### config.mk
export PLATFORM = sky130hd
export DESIGN_NAME = rwc_top
export DESIGN_NICKNAME = d
export VERILOG_FILES = /design/src/rwc_pkg.sv /design/src/rwc_link_if.sv /design/src/rwc_frame_keep.sv /design/src/rwc_lpi_timer.sv /design/src/rwc_top.sv
export SDC_FILE = /design/constraint.sdc
export NUM_CORES = 1
export LEC_CHECK = 0
export ABC_AREA = 1
export BUFFER_PORTS_ARGS = -buffer_cell sky130_fd_sc_hd__buf_4
export CORE_MARGIN = 5
export CORE_UTILIZATION = 58
export DETAILED_ROUTE_END_ITERATION = 10
export HOLD_SLACK_MARGIN = 0.05
export PLACE_DENSITY = 0.88
export REMOVE_ABC_BUFFERS = 1
export SLEW_MARGIN = 25
export SYNTH_ARGS = -nofsm -noshare
export SYNTH_HDL_FRONTEND = slang
export SYNTH_SLANG_ARGS = --single-unit
### constraint.sdc
create_clock -name clk_i -period 2.1 [get_ports clk_i]
set_input_delay 0.21 -clock clk_i [delete_from_list [all_inputs] [get_ports clk_i]]
set_output_delay 0.21 -clock clk_i [all_outputs]
set_load 0.05 [all_outputs]
### src/rwc_pkg.sv
`default_nettype none
package rwc_pkg;
  // --------------------------------------------------------------
  // register offsets (byte addresses)
  // --------------------------------------------------------------
  localparam logic [11:0] REQ_DLY_OFS = 12'h130;
  localparam logic [11:0] RM_DLY_OFS  = 12'h138;
  localparam logic [11:0] WAKE_OFS    = 12'h140;
  localparam logic [11:0] CTRL_OFS    = 12'h14c;
  // --------------------------------------------------------------
  // wake register field positions
  // --------------------------------------------------------------
  localparam int FE_EN_BIT  = 14;
  localparam int TX_FL_BIT  = 13;
  localparam int TX_EN_BIT  = 12;
  localparam int RX_FL_BIT  = 11;
  localparam int RX_EN_BIT  = 10;
  localparam int FE_FL_BIT  = 9;
  localparam int KEEP_BIT   = 8;
  localparam int ADR_FL_BIT = 7;
  localparam int PAT_FL_BIT = 6;
  // --------------------------------------------------------------
  // control register field positions
  // --------------------------------------------------------------
  localparam int CLR_EN_BIT = 0;
  localparam int CLR_FL_BIT = 1;
  localparam int EEE_BIT    = 2;
  localparam int RM_EN_BIT  = 3;
  // --------------------------------------------------------------
  // reset values and timing
  // --------------------------------------------------------------
  localparam logic [31:0] REQ_DLY_RST = 32'h00000000;
  localparam logic [23:0] RM_DLY_RST  = 24'h000000;
  localparam logic [3:0]  CTRL_RST    = 4'h0;
  localparam int CLK_NS    = 10;
  localparam int US_NS     = 1000;
  localparam int US_CYCLES = (US_NS + CLK_NS - 1) / CLK_NS;
endpackage
`default_nettype wire

### src/rwc_link_if.sv
`timescale 1ns/1ps
`default_nettype none
interface rwc_link_if;
  // timer group
  logic        eee_en;
  logic        rm_en;
  logic [31:0] req_dly;
  logic [23:0] rm_dly;
  logic        fifo_empty;
  logic        tx_lpi;
  logic        tx_exit;
  // frame storing group
  logic        keep_trig;
  logic        deep;
  logic        wake_frame;
  logic        wake_other;
  logic        frame_end;
  logic        frame_ok;
  logic        store;
  logic        drop;
  modport top (output eee_en, rm_en, req_dly, rm_dly, fifo_empty, keep_trig, deep,
               wake_frame, wake_other, frame_end, frame_ok,
               input tx_lpi, tx_exit, store, drop);
  modport tmr (input eee_en, rm_en, req_dly, rm_dly, fifo_empty,
               output tx_lpi, tx_exit);
  modport keep (input keep_trig, deep, wake_frame, wake_other, frame_end, frame_ok,
                output store, drop);
endinterface
`default_nettype wire

### src/rwc_frame_keep.sv
`timescale 1ns/1ps
`default_nettype none
module rwc_frame_keep (
  // clock and reset
  input wire logic clk_i,
  input wire logic rst_i,
  // link to top
  rwc_link_if.keep lnk
);
  typedef enum logic [1:0] {ST_RUN, ST_SLEEP, ST_WOKE} rwc_keep_st_t;

  rwc_keep_st_t st, next_st;
  logic         store, next_store;
  logic         drop, next_drop;

  // --------------------------------------------------------------
  // next state
  // --------------------------------------------------------------
  always_comb begin
    next_st    = st;
    next_store = 1'b0;
    next_drop  = 1'b0;
    unique case (st)
      ST_RUN: begin
        next_store = lnk.frame_end && lnk.frame_ok;
        if (lnk.deep) begin
          next_st = ST_SLEEP;
        end
      end
      ST_SLEEP: begin
        if (lnk.frame_end && lnk.frame_ok && lnk.wake_frame) begin
          next_store = lnk.keep_trig;
          next_drop  = !lnk.keep_trig;
          next_st    = ST_WOKE;
        end else if (lnk.wake_other) begin
          next_st = ST_WOKE;
        end else if (lnk.frame_end) begin
          next_drop = 1'b1;
        end
      end
      ST_WOKE: begin
        next_store = lnk.frame_end && lnk.frame_ok;
      end
    endcase
    if (!lnk.deep) begin
      next_st    = ST_RUN;
      next_store = lnk.frame_end && lnk.frame_ok;
      next_drop  = 1'b0;
    end
  end

  // --------------------------------------------------------------
  // registers
  // --------------------------------------------------------------
  always_ff @(posedge clk_i) begin
    if (rst_i) begin
      st    <= ST_RUN;
      store <= 1'b0;
      drop  <= 1'b0;
    end else begin
      st    <= next_st;
      store <= next_store;
      drop  <= next_drop;
    end
  end

  assign lnk.store = store;
  assign lnk.drop  = drop;
endmodule // rwc_frame_keep
`default_nettype wire

### src/rwc_lpi_timer.sv
`timescale 1ns/1ps
`default_nettype none
module rwc_lpi_timer (
  // clock and reset
  input wire logic clk_i,
  input wire logic rst_i,
  // link to top
  rwc_link_if.tmr  lnk
);
  typedef enum logic [1:0] {ST_WAIT, ST_COUNT, ST_LPI} rwc_tmr_st_t;
  localparam int PW = $clog2(rwc_pkg::US_CYCLES + 1);
  localparam logic [PW-1:0] PRE_LAST = PW'(rwc_pkg::US_CYCLES - 1);

  rwc_tmr_st_t st, next_st;
  logic [PW-1:0] pre, next_pre;
  logic [31:0]   us, next_us;
  logic          lpi, next_lpi;
  logic          ext, next_ext;

  // --------------------------------------------------------------
  // next state
  // --------------------------------------------------------------
  always_comb begin
    next_st  = st;
    next_lpi = lpi;
    next_ext = 1'b0;
    next_pre = (pre == PRE_LAST) ? '0 : pre + 1'b1;
    next_us  = (pre == PRE_LAST) ? us + 32'h1 : us;
    unique case (st)
      ST_WAIT: begin
        next_pre = '0;
        next_us  = '0;
        next_lpi = 1'b0;
        if (lnk.fifo_empty) begin
          next_st = ST_COUNT;
        end
      end
      ST_COUNT: begin
        if (!lnk.fifo_empty) begin
          next_st = ST_WAIT;
        end else if (us >= lnk.req_dly) begin
          next_st  = ST_LPI;
          next_lpi = 1'b1;
          next_pre = '0;
          next_us  = '0;
        end
      end
      ST_LPI: begin
        if (!lnk.fifo_empty) begin
          next_st  = ST_WAIT;
          next_lpi = 1'b0;
        end else if (lnk.rm_en && us >= {8'h00, lnk.rm_dly}) begin
          next_st  = ST_WAIT;
          next_lpi = 1'b0;
          next_ext = 1'b1;
        end
      end
    endcase
    if (!lnk.eee_en) begin
      next_st  = ST_WAIT;
      next_lpi = 1'b0;
      next_ext = 1'b0;
    end
  end

  // --------------------------------------------------------------
  // registers
  // --------------------------------------------------------------
  always_ff @(posedge clk_i) begin
    if (rst_i) begin
      st  <= ST_WAIT;
      pre <= '0;
      us  <= '0;
      lpi <= 1'b0;
      ext <= 1'b0;
    end else begin
      st  <= next_st;
      pre <= next_pre;
      us  <= next_us;
      lpi <= next_lpi;
      ext <= next_ext;
    end
  end

  assign lnk.tx_lpi  = lpi;
  assign lnk.tx_exit = ext;
endmodule // rwc_lpi_timer
`default_nettype wire

### src/rwc_top.sv
// What this block does
// - filter-engine enable lets a good filtered frame request wakeup; resets 0.
// - enables 14, 12, 10 clear on resume done when resume-clears-enables set.
// - flags 13, 11, 9, 7 clear on resume done when resume-clears-flags set.
// - tx exit flag sets on timed low power exit; write one clears.
// - tx exit flag never sets while its enable is clear.
// - both low power exit flags held zero while energy efficiency off.
// - tx exit enable makes tx low power exit a wake source; resets 0.
// - rx exit flag sets on rx wake signalling; write one clears.
// - rx exit flag never sets while its enable is clear.
// - rx exit enable makes rx wake signalling a wake source; resets 0.
// - filter-engine flag sets on every good frame passing the filters.
// - keep option stores trigger frame and all later good frames.
// - keep option clear drops trigger frame, stores later good frames.
// - wake not caused by frame stores all later good frames.
// - keep option acts only in the frame storing suspend state.
// - address match flag sets on valid frame to station address.
// - pattern flag sets on valid frame matching the wakeup pattern.
// - after tx fifo empties wait programmed delay, restart if refilled.
// - auto removal expiry ends tx low power idle and sets tx flag if tx exit enable set.
//
// The Wishbone interface to the registers was decided locally.
`timescale 1ns/1ps
`default_nettype none
module rwc_top #(
  parameter int ADDR_W = 12
) (
  // clock and reset
  input  wire logic              clk_i,
  input  wire logic              rst_i,
  // wishbone slave
  input  wire logic              cyc_i,
  input  wire logic              stb_i,
  input  wire logic              we_i,
  input  wire logic [ADDR_W-1:0] adr_i,
  input  wire logic [3:0]        sel_i,
  input  wire logic [31:0]       dat_i,
  output var  logic [31:0]       dat_o,
  output var  logic              ack_o,
  // mac events
  input  wire logic              tx_fifo_empty_i,
  input  wire logic              rx_lpi_exit_i,
  input  wire logic              rx_frame_end_i,
  input  wire logic              rx_frame_good_i,
  input  wire logic              rx_filter_pass_i,
  input  wire logic              rx_addr_match_i,
  input  wire logic              rx_pattern_match_i,
  input  wire logic              other_wake_i,
  // suspend sequencer
  input  wire logic              deep_suspend_i,
  input  wire logic              resume_done_i,
  output var  logic              wake_request_o,
  // datapath controls
  output wire logic              tx_lpi_o,
  output wire logic              frame_store_o,
  output wire logic              frame_drop_o
);
  // --------------------------------------------------------------
  // elaboration check
  // --------------------------------------------------------------
  if (ADDR_W < 9) begin : g_bad_addr
    $error("rwc_top: ADDR_W too small for register map");
  end

  // --------------------------------------------------------------
  // state
  // --------------------------------------------------------------
  logic        fe_en, next_fe_en;
  logic        tx_en, next_tx_en;
  logic        rx_en, next_rx_en;
  logic        keep, next_keep;
  logic        tx_fl, next_tx_fl;
  logic        rx_fl, next_rx_fl;
  logic        fe_fl, next_fe_fl;
  logic        adr_fl, next_adr_fl;
  logic        pat_fl, next_pat_fl;
  logic [3:0]  ctrl, next_ctrl;
  logic [31:0] req_dly, next_req_dly;
  logic [23:0] rm_dly, next_rm_dly;
  logic        next_ack;
  logic [31:0] next_dat;
  logic        next_wake_req;

  // --------------------------------------------------------------
  // bus decode
  // --------------------------------------------------------------
  logic        req;
  logic        wr;
  logic [11:0] ofs;
  logic [31:0] wmask;
  logic [31:0] rdata;
  logic [31:0] wake_word;
  logic        wr_wake;
  logic        eee_on;

  assign req     = cyc_i && stb_i && !ack_o;
  assign wr      = req && we_i;
  assign ofs     = {{(12 - 9){1'b0}}, adr_i[8:0]};
  assign wmask   = {{8{sel_i[3]}}, {8{sel_i[2]}}, {8{sel_i[1]}}, {8{sel_i[0]}}};
  assign wr_wake = wr && ofs == rwc_pkg::WAKE_OFS;
  assign eee_on  = ctrl[rwc_pkg::EEE_BIT];

  // --------------------------------------------------------------
  // read view
  // --------------------------------------------------------------
  always_comb begin
    wake_word = 32'h00000000;
    wake_word[rwc_pkg::FE_EN_BIT]  = fe_en;
    wake_word[rwc_pkg::TX_FL_BIT]  = tx_fl;
    wake_word[rwc_pkg::TX_EN_BIT]  = tx_en;
    wake_word[rwc_pkg::RX_FL_BIT]  = rx_fl;
    wake_word[rwc_pkg::RX_EN_BIT]  = rx_en;
    wake_word[rwc_pkg::FE_FL_BIT]  = fe_fl;
    wake_word[rwc_pkg::KEEP_BIT]   = keep;
    wake_word[rwc_pkg::ADR_FL_BIT] = adr_fl;
    wake_word[rwc_pkg::PAT_FL_BIT] = pat_fl;
  end

  always_comb begin
    unique case (ofs)
      rwc_pkg::WAKE_OFS:    rdata = wake_word;
      rwc_pkg::REQ_DLY_OFS: rdata = req_dly;
      rwc_pkg::RM_DLY_OFS:  rdata = {8'h00, rm_dly};
      rwc_pkg::CTRL_OFS:    rdata = {28'h0000000, ctrl};
      default:              rdata = 32'h00000000;
    endcase
  end

  // --------------------------------------------------------------
  // submodules
  // --------------------------------------------------------------
  rwc_link_if lnk ();

  logic fe_set;
  logic tx_set;
  logic rx_set;
  logic adr_set;
  logic pat_set;
  logic good_end;

  assign good_end = rx_frame_end_i && rx_frame_good_i;
  assign fe_set   = good_end && rx_filter_pass_i;
  assign tx_set   = lnk.tx_exit && tx_en && eee_on;
  assign rx_set   = rx_lpi_exit_i && rx_en && eee_on;
  assign adr_set  = good_end && rx_addr_match_i;
  assign pat_set  = good_end && rx_pattern_match_i;

  assign lnk.eee_en     = eee_on;
  assign lnk.rm_en      = ctrl[rwc_pkg::RM_EN_BIT];
  assign lnk.req_dly    = req_dly;
  assign lnk.rm_dly     = rm_dly;
  assign lnk.fifo_empty = tx_fifo_empty_i;
  assign lnk.keep_trig  = keep;
  assign lnk.deep       = deep_suspend_i;
  assign lnk.wake_frame = fe_set && fe_en;
  assign lnk.wake_other = tx_set || rx_set || other_wake_i;
  assign lnk.frame_end  = rx_frame_end_i;
  assign lnk.frame_ok   = fe_set;

  rwc_lpi_timer u_timer (
    .clk_i (clk_i),
    .rst_i (rst_i),
    .lnk   (lnk.tmr)
  );

  rwc_frame_keep u_keep (
    .clk_i (clk_i),
    .rst_i (rst_i),
    .lnk   (lnk.keep)
  );

  assign tx_lpi_o      = lnk.tx_lpi;
  assign frame_store_o = lnk.store;
  assign frame_drop_o  = lnk.drop;

  // --------------------------------------------------------------
  // next values
  // --------------------------------------------------------------
  logic clr_en;
  logic clr_fl;

  assign clr_en = resume_done_i && ctrl[rwc_pkg::CLR_EN_BIT];
  assign clr_fl = resume_done_i && ctrl[rwc_pkg::CLR_FL_BIT];

  always_comb begin
    next_ack = req;
    next_dat = (req && !we_i) ? rdata : 32'h00000000;
    // plain read/write fields
    next_fe_en = fe_en;
    next_tx_en = tx_en;
    next_rx_en = rx_en;
    next_keep  = keep;
    if (wr_wake && wmask[rwc_pkg::FE_EN_BIT]) begin
      next_fe_en = dat_i[rwc_pkg::FE_EN_BIT];
    end
    if (wr_wake && wmask[rwc_pkg::TX_EN_BIT]) begin
      next_tx_en = dat_i[rwc_pkg::TX_EN_BIT];
    end
    if (wr_wake && wmask[rwc_pkg::RX_EN_BIT]) begin
      next_rx_en = dat_i[rwc_pkg::RX_EN_BIT];
    end
    if (wr_wake && wmask[rwc_pkg::KEEP_BIT]) begin
      next_keep = dat_i[rwc_pkg::KEEP_BIT];
    end
    if (clr_en) begin
      next_fe_en = 1'b0;
      next_tx_en = 1'b0;
      next_rx_en = 1'b0;
    end
    // write-one-clear flags, a set in the same cycle wins
    next_tx_fl = tx_fl;
    next_rx_fl = rx_fl;
    next_fe_fl = fe_fl;
    next_adr_fl = adr_fl;
    next_pat_fl = pat_fl;
    if (wr_wake && wmask[rwc_pkg::TX_FL_BIT] && dat_i[rwc_pkg::TX_FL_BIT]) begin
      next_tx_fl = 1'b0;
    end
    if (wr_wake && wmask[rwc_pkg::RX_FL_BIT] && dat_i[rwc_pkg::RX_FL_BIT]) begin
      next_rx_fl = 1'b0;
    end
    if (wr_wake && wmask[rwc_pkg::FE_FL_BIT] && dat_i[rwc_pkg::FE_FL_BIT]) begin
      next_fe_fl = 1'b0;
    end
    if (wr_wake && wmask[rwc_pkg::ADR_FL_BIT] && dat_i[rwc_pkg::ADR_FL_BIT]) begin
      next_adr_fl = 1'b0;
    end
    if (wr_wake && wmask[rwc_pkg::PAT_FL_BIT] && dat_i[rwc_pkg::PAT_FL_BIT]) begin
      next_pat_fl = 1'b0;
    end
    if (clr_fl) begin
      next_tx_fl  = 1'b0;
      next_rx_fl  = 1'b0;
      next_fe_fl  = 1'b0;
      next_adr_fl = 1'b0;
    end
    if (tx_set) begin
      next_tx_fl = 1'b1;
    end
    if (rx_set) begin
      next_rx_fl = 1'b1;
    end
    if (fe_set) begin
      next_fe_fl = 1'b1;
    end
    if (adr_set) begin
      next_adr_fl = 1'b1;
    end
    if (pat_set) begin
      next_pat_fl = 1'b1;
    end
    if (!eee_on) begin
      next_tx_fl = 1'b0;
      next_rx_fl = 1'b0;
    end
    // wakeup request pulse
    next_wake_req = (fe_set && fe_en)
                 || tx_set
                 || rx_set;
    // own registers
    next_ctrl    = ctrl;
    next_req_dly = req_dly;
    next_rm_dly  = rm_dly;
    if (wr && ofs == rwc_pkg::CTRL_OFS) begin
      next_ctrl = (ctrl & ~wmask[3:0]) | (dat_i[3:0] & wmask[3:0]);
    end
    if (wr && ofs == rwc_pkg::REQ_DLY_OFS) begin
      next_req_dly = (req_dly & ~wmask) | (dat_i & wmask);
    end
    if (wr && ofs == rwc_pkg::RM_DLY_OFS) begin
      next_rm_dly = (rm_dly & ~wmask[23:0]) | (dat_i[23:0] & wmask[23:0]);
    end
  end

  // --------------------------------------------------------------
  // registers
  // --------------------------------------------------------------
  always_ff @(posedge clk_i) begin
    if (rst_i) begin
      fe_en          <= 1'b0;
      tx_en          <= 1'b0;
      rx_en          <= 1'b0;
      keep           <= 1'b0;
      tx_fl          <= 1'b0;
      rx_fl          <= 1'b0;
      fe_fl          <= 1'b0;
      adr_fl         <= 1'b0;
      pat_fl         <= 1'b0;
      ctrl           <= rwc_pkg::CTRL_RST;
      req_dly        <= rwc_pkg::REQ_DLY_RST;
      rm_dly         <= rwc_pkg::RM_DLY_RST;
      ack_o          <= 1'b0;
      dat_o          <= 32'h00000000;
      wake_request_o <= 1'b0;
    end else begin
      fe_en          <= next_fe_en;
      tx_en          <= next_tx_en;
      rx_en          <= next_rx_en;
      keep           <= next_keep;
      tx_fl          <= next_tx_fl;
      rx_fl          <= next_rx_fl;
      fe_fl          <= next_fe_fl;
      adr_fl         <= next_adr_fl;
      pat_fl         <= next_pat_fl;
      ctrl           <= next_ctrl;
      req_dly        <= next_req_dly;
      rm_dly         <= next_rm_dly;
      ack_o          <= next_ack;
      dat_o          <= next_dat;
      wake_request_o <= next_wake_req;
    end
  end
endmodule // rwc_top
`default_nettype wire

==> metrics.txt, run 1 <==
total I/O pin count 100; violation count after the first detailed-route iteration 698; signal arrival time at the worst endpoint between 2 and 2.5 ns; final-report max-slew violation count 0; Final TNS setup 0 ns; GR Util All Layers 26.7%; post-synthesis cell area 7710 um^2; wire length of the first global-routing pass 34.4 mm; clock root buffer sky130_fd_sc_hd__clkbuf_16; P per Cell Area 636 nW/um^2; portion of total power attributed to the clock network about half; post-synth cell types 46; crit path cell chain ha_4, nand2_1, inv_1, nand2_1, nand2_1, nand2_1, nand2_1, nor2_1, nand2_2, nand2_2, nand2_1, nand2_1, nand2_2, nand2_4, nand2_8, buf_6, a21oi_1; Clock Sink Count 150; slowest cell on the critical path sky130_fd_sc_hd__dfxtp_1; Max IR drop VDD a little over 0.0009 V; class of the tightest hold or removal check input pin to register; P&R area growth vs syn 31.2%; biggest fanout along the worst timing path 5; CP required around 2.5 ns; dominant cells by area after synthesis sky130_fd_sc_hd__dfxtp_1 39%, sky130_fd_sc_hd__ha_1 9.9%, sky130_fd_sc_hd__nand2_1 8.3%; antenna violations before repair 0; Starting Density around three fifths; count of H-tree levels built during CTS 4; Pre-Repair DR Iteration Count 6; Comb power frac approximately 3.8%; CTS tree done; Seq cells post-synth 150; Mapped Cells 1030; post-detailed-routing wire length 22.4 mm; global route total overflow 0; number of max-cap violations 0; core box area 13100 um^2; fraction of registers with async set/reset 0%; part of the Yosys area used for sequential elements 39.0%; Skew-Pair Late Insertion Delay approximately 0.43 ns; Final nets 1311; clock-pin slew on the worst setup and hold paths 0.06 ns; count of flip-flops with a built-in enable after synthesis 0; number of port buffers 96; maximum achievable frequency 0.479 GHz; time the worst path needs with I/O delays and setup 2.09 ns; DRC violations left 0; post-route setup slack 0.0141 ns; Worst slew margin 61.1%; worst slack after detailed placement 0.0170 ns; clock skew around 0.011 ns; Final Util 77.0%; proportion of layout cells with a drive suffix above 1 23.8%; Hold Vio Cnt, Final 0; vias per std cell 5.65; final worst-path cycle share between 90 and 100%; total clock buffers created by CTS 17; average routed wire per standard cell 16.3 um; most frequent cells after synthesis 170 x sky130_fd_sc_hd__nand2_1, 159 x sky130_fd_sc_hd__inv_1, 150 x sky130_fd_sc_hd__dfxtp_1; largest buffer count on any clock path 2; most used flip-flop cell after synthesis sky130_fd_sc_hd__dfxtp_1; number of global-route vias before repair about 7500; Critical Path Most Common Cell sky130_fd_sc_hd__nand2_1; status finished, final reports clean; Critical Path Start Type register; Avg Inst Size Synth 7.48 um^2; Net Sw Power 1390 uW; Die Width 125 um; fraction of synthesized cell area taken by the top area cell type 39.0%; Worst-Margin Slew 0.581 ns; antenna viol nets, final 0; cell count after placement 1323; PnR Total Power about 6400 uW; antenna fix cells 0; leakage power figure ~0.0044 uW; floorplan row count 42; GP Congestion 0.919; cell-internal power 5040 uW; height of the die 125 um; YS warnings 0; most repeated cell in the gate-level netlist after synthesis sky130_fd_sc_hd__nand2_1; total number of vias between 7000 and 8000; floorplan die area 15700 um^2; endpoint class of the critical path register; post-synthesis cell type with the largest combined area sky130_fd_sc_hd__dfxtp_1; sequential cell fraction of total power 44.4%; largest net degree at the start of global routing 48; total of endpoints with negative setup slack in the final report 0; category of the most critical setup path register to register; half-perimeter wire length after detailed placement about 15 mm; switching part of the total 21.6%; stage delay of the slowest cell on the critical path 0.42 ns; non-filler cells in the finished layout roughly 1400
-- critical path: cells and delay by family (launching register included) --
kind	cells	cell delay (ns)
buffers and inverters	2	0.19
adder cells (fa/ha/maj)	1	0.23
AO/OA/AOI/OAI	1	0.12
AND/OR/NAND/NOR	13	1.05
flip-flops	1	0.42
-- power by group through the flow --
stage	clock [uW]	combinational, uW	sequential (uW)
2_1_floorplan	0	73.2	2920
3_3_place_gp	0	201	2920
3_5_place_dp	0	205	2920
4_1_cts	3350	231	2850
5_1_grt	3480	261	2850
6_report	3330	242	2850
-- layer usage --
metal | vias to the layer above | global-route usage [%] | wire length (um)
met5 | - | 0 | 0
met4 | 0 | 11.0 | 795
met3 | 90 | 6.91 | 1960
met2 | 417 | 45.9 | 11100
met1 | 3585 | 31.7 | 8580
li1 | 3679 | - | -
-- metrics by stage --
stage,instance area (um^2),hold WS [ns]
2_1_floorplan,7550,0.279
3_3_place_gp,8850,0.415
3_5_place_dp,8850,0.417
4_1_cts,9670,0.0526
5_1_grt,10100,0.0528
6_report,10100,0.0553
-- cell type report --
class,instances,area (um^2)
clock inverter,13,191
multi-input combinational,691,4280
clock buffer,19,453
inverter,162,611
sequential,150,3020
tap,176,220
fill,843,3020
timing repair buffer,165,1330
-- cell usage in the layout, fill, tap and decap left out, types with 3 or more instances in the layout --
cell	netlist	final
sky130_fd_sc_hd__a211oi_1	7	7
sky130_fd_sc_hd__nor2_8	3	3
sky130_fd_sc_hd__or2_2	3	3
sky130_fd_sc_hd__a221oi_1	3	3
sky130_fd_sc_hd__xor2_1	16	16
sky130_fd_sc_hd__inv_1	159	152
sky130_fd_sc_hd__nand2_1	170	160
sky130_fd_sc_hd__a21oi_2	0	7
sky130_fd_sc_hd__a21o_1	5	5
sky130_fd_sc_hd__nand2_4	2	5
sky130_fd_sc_hd__a21oi_1	100	93
sky130_fd_sc_hd__inv_2	2	9
sky130_fd_sc_hd__dfxtp_1	150	133
sky130_fd_sc_hd__clkbuf_16	0	19
sky130_fd_sc_hd__nand3_1	34	33
sky130_fd_sc_hd__xnor2_1	7	7
sky130_fd_sc_hd__nor2_2	0	14
sky130_fd_sc_hd__ha_4	0	16
sky130_fd_sc_hd__nor3_1	24	23
sky130_fd_sc_hd__bufinv_16	0	4
sky130_fd_sc_hd__clkinvlp_4	0	3
sky130_fd_sc_hd__nand2_2	0	6
sky130_fd_sc_hd__inv_6	0	5
sky130_fd_sc_hd__o211ai_1	4	4
sky130_fd_sc_hd__nor2_1	125	108
sky130_fd_sc_hd__ha_1	61	45
sky130_fd_sc_hd__nor2_4	6	9
sky130_fd_sc_hd__o21ai_0	70	69
sky130_fd_sc_hd__a22oi_1	7	7
sky130_fd_sc_hd__o21ai_1	2	3
sky130_fd_sc_hd__dlygate4sd3_1	0	16
sky130_fd_sc_hd__o22ai_1	8	8
sky130_fd_sc_hd__nand4_1	16	16
sky130_fd_sc_hd__dfxtp_2	0	17
sky130_fd_sc_hd__buf_4	4	144
-- timing repair --
item	CTS	global route
endpoints found under the hold margin	24	0
pin swaps	2	24
setup endpoints to repair	17	42
gates cloned	0	2
buffers inserted	0	3
hold buffers	16	0
gates resized for setup	4	87
-- path summary, 6_finish.rpt --
| check | startpoint | end | slack [ns] | cells after the start |
|---|---|---|---|---|
| min reg2reg | u_keep.st[0]$_SDFFE_PP0P_ | u_keep.lnk.store$_SDFF_PP0_ | 0.47 | 1 |
| max | u_timer.us[11]$_SDFF_PP0_ | u_timer.us[0]$_SDFF_PP0_ | 0.01 | 17 |
| min | rx_filter_pass_i | wake_request_o$_SDFF_PP0_ | 0.06 | 3 |
| max reg2reg | u_timer.us[11]$_SDFF_PP0_ | u_timer.us[0]$_SDFF_PP0_ | 0.01 | 17 |
-- kinds of logic after synthesis --
logic type	count (synthesis)	share of synthesized area, %
compound gates	214	15.4
xor+xnor	23	2.61
fa+ha+maj	61	9.90
buf+inv	189	9.99
flops	150	39.0
simple gates	393	23.1
No activity file was read; power rests on OpenSTA's default activity.
==> run 2, diff against run 1 <==
Settings changed: CORE_UTILIZATION 58 to 62, PLACE_DENSITY 0.88 to 0.93.
Clock period 2.1 ns to 2.5 ns, I/O delays scaled along.
==> run 2 against run 1 <==
Effect of this change: sequential share of layout area is 2.4 points higher; worst hold slack gained 0.014 ns; fmax is 8.8% lower; worst setup slack improved by 0.20 ns; core utilization is 0.20 points lower; combinational power decreased by 27%; sequential cell count is the same; largest cell class unchanged; largest power group unchanged.
==> metrics.txt, run 2 (synthesis results as in run 1) <==
Worst-Margin Slew around 0.68 ns; number of global-route vias before repair around 7000; biggest fanout along the worst timing path 14; RSZ-0062 raised after global routing no; Skew-Pair Late Insertion Delay 0.44 ns; endpoint class of the critical path register; clock skew approximately 0.011 ns; count of H-tree levels built during CTS 4; half-perimeter wire length after detailed placement 14.4 mm; floorplan row count 40; final-report max-slew violation count 0; antenna viol nets, final 0; P per Cell Area 567 nW/um^2; GR Util All Layers 27.1%; antenna fix cells 0; global route total overflow 0; destination of the worst register-to-register timing path u_timer.us[21]$_SDFF_PP0_; slack of the worst reg-to-reg path between 0.2 and 0.25 ns; total clock buffers created by CTS 17; Crit. Startpoint u_timer.us[27]$_SDFF_PP0_; Worst slew margin a little over half; Final TNS setup 0 ns; vias per std cell 5.53; GP Congestion 0.939; r2r startpoint u_timer.us[27]$_SDFF_PP0_; wire length of the first global-routing pass approximately 32 mm; total of endpoints with negative setup slack in the final report 0; status finished, final reports clean; class of the tightest hold or removal check input pin to register; total I/O pin count 100; Hold Vio Cnt, Final 0; Final nets 1266; total cell area at the placement stage 8660 um^2; height of the die 121 um; post-detailed-routing wire length about 20 mm; critical path capture point u_timer.us[21]$_SDFF_PP0_; Die Width ~120 um; Pre-Repair DR Iteration Count 6; maximum achievable frequency 0.437 GHz; commonest cells after routing, fill and taps aside 169 x sky130_fd_sc_hd__nand2_1, 159 x sky130_fd_sc_hd__inv_1, 150 x sky130_fd_sc_hd__dfxtp_1; Post-CTS Setup Bufs 0; Max IR drop VDD a little over 0.0008 V; category of the most critical setup path register to register; proportion of layout cells with a drive suffix above 1 15.4%; signal arrival time at the worst endpoint 2.66 ns; final worst-path cycle share around nine tenths; most common library cell in the layout ignoring fill and taps sky130_fd_sc_hd__nand2_1; Critical Path Start Type register; total number of vias 7316; Hold Slack 0.0688 ns; time the worst path needs with I/O delays and setup 2.29 ns; CP required 2.87 ns; Starting Density a little under two thirds; clock-pin slew on the worst setup and hold paths 0.06 ns; CTS tree done; post-route cell area 9300 um^2; largest net degree at the start of global routing 24; FF-to-FF path depth 13; core box area 12100 um^2; number of max-cap violations 0; clock root buffer sky130_fd_sc_hd__clkbuf_16; leakage power figure 0.00411 uW; P&R area growth vs syn 20.7%; largest buffer count on any clock path 2; violation count after the first detailed-route iteration 664; antenna violations before repair 0; DRC violations left 0; floorplan die area 14800 um^2; number of port buffers between 90 and 100; average routed wire per standard cell ~15 um; Clock Sink Count 150
-- run 2: changes by cell type in the layout (fill, tap and decap cells not counted), sizes merged --
cell         before  now
dlygate4sd3      16    1
clkinvlp          3    2
buf             147  119
inv             167  163
clkbuf           21   20
clkinv            1    5
-- run 2: worst min-delay path by stage --
stage / startpoint / endpoint / slack, ns / cells past startpoint
after detailed placement: u_timer.pre[0]$_SDFF_PP0_ / u_timer.pre[0]$_SDFF_PP0_ / 0.44 / 1
final: dat_i[4] / register / 0.07 / 3
after floorplan: rst_i / adr_fl$_SDFFE_PP0P_ / 0.32 / 1
after global routing: dat_i[4] / register / 0.06 / 3
after CTS: dat_i[4] / register / 0.06 / 3
after global placement: u_timer.pre[0]$_SDFF_PP0_ / u_timer.pre[0]$_SDFF_PP0_ / 0.43 / 1
-- run 2: cell type report --
| type | instances | area (um^2) |
|---|---|---|
| multi-input combinational | 691 | 3940 |
| clock buffer | 20 | 447 |
| inverter | 162 | 611 |
| sequential | 150 | 3000 |
| timing repair buffer | 120 | 916 |
| fill | 831 | 2810 |
| clock inverter | 12 | 176 |
| tap | 168 | 210 |
-- run 2: worst max-delay path: stages (launching register included) --
cell	delay [ns]
sky130_fd_sc_hd__dfxtp_1	0.45
sky130_fd_sc_hd__ha_1	0.30
sky130_fd_sc_hd__a21oi_1	0.20
sky130_fd_sc_hd__o21ai_0	0.14
sky130_fd_sc_hd__nand2_1	0.10
sky130_fd_sc_hd__nand2_1	0.07
sky130_fd_sc_hd__nor2_1	0.16
sky130_fd_sc_hd__nand2_1	0.07
sky130_fd_sc_hd__nand2_1	0.06
sky130_fd_sc_hd__nand2_1	0.07
sky130_fd_sc_hd__nand2_1	0.12
sky130_fd_sc_hd__nand2_2	0.12
sky130_fd_sc_hd__buf_4	0.25
sky130_fd_sc_hd__nor2_1	0.11
-- run 2: repair_timing --
action                     4_1_cts  5_1_grt
setup endpoints to repair        0       25
hold buffers                     1        0
hold endpoints to repair         1        0
resized for setup                0        1
-- run 2: metal layers --
layer	GRT usage, %	wire (um)	up-vias	share of wire, %
met4	10.7	578	0	2.9
met5	0	0	-	0
met1	32.7	7970	3376	40
li1	-	-	3587	-
met3	6.85	1460	57	7.4
met2	46.0	9670	296	49
-- run 2: power by group --
group | leakage [uW] | switching, uW | total (uW) | internal [uW]
Combinational | 0.00260 | 93.8 | 176 | 82.1
Sequential | 0.00121 | 3.07 | 2400 | 2400
Clock | 0.000300 | 1010 | 2700 | 1690
-- run 2: stage by stage --
| stage | worst slack [ns] | utilization (%) | power (uW) | std cells |
|---|---|---|---|---|
| after floorplan | 0.407 | - | 2520 | 1003 |
| after global placement | 0.320 | 71.5 | 2620 | 1290 |
| after detailed placement | 0.238 | 71.5 | 2620 | 1290 |
| after CTS | 0.153 | 76.8 | 5290 | 1323 |
| after global routing | 0.0284 | 76.8 | 5420 | 1323 |
| final | 0.214 | 76.8 | 5280 | 1323 |
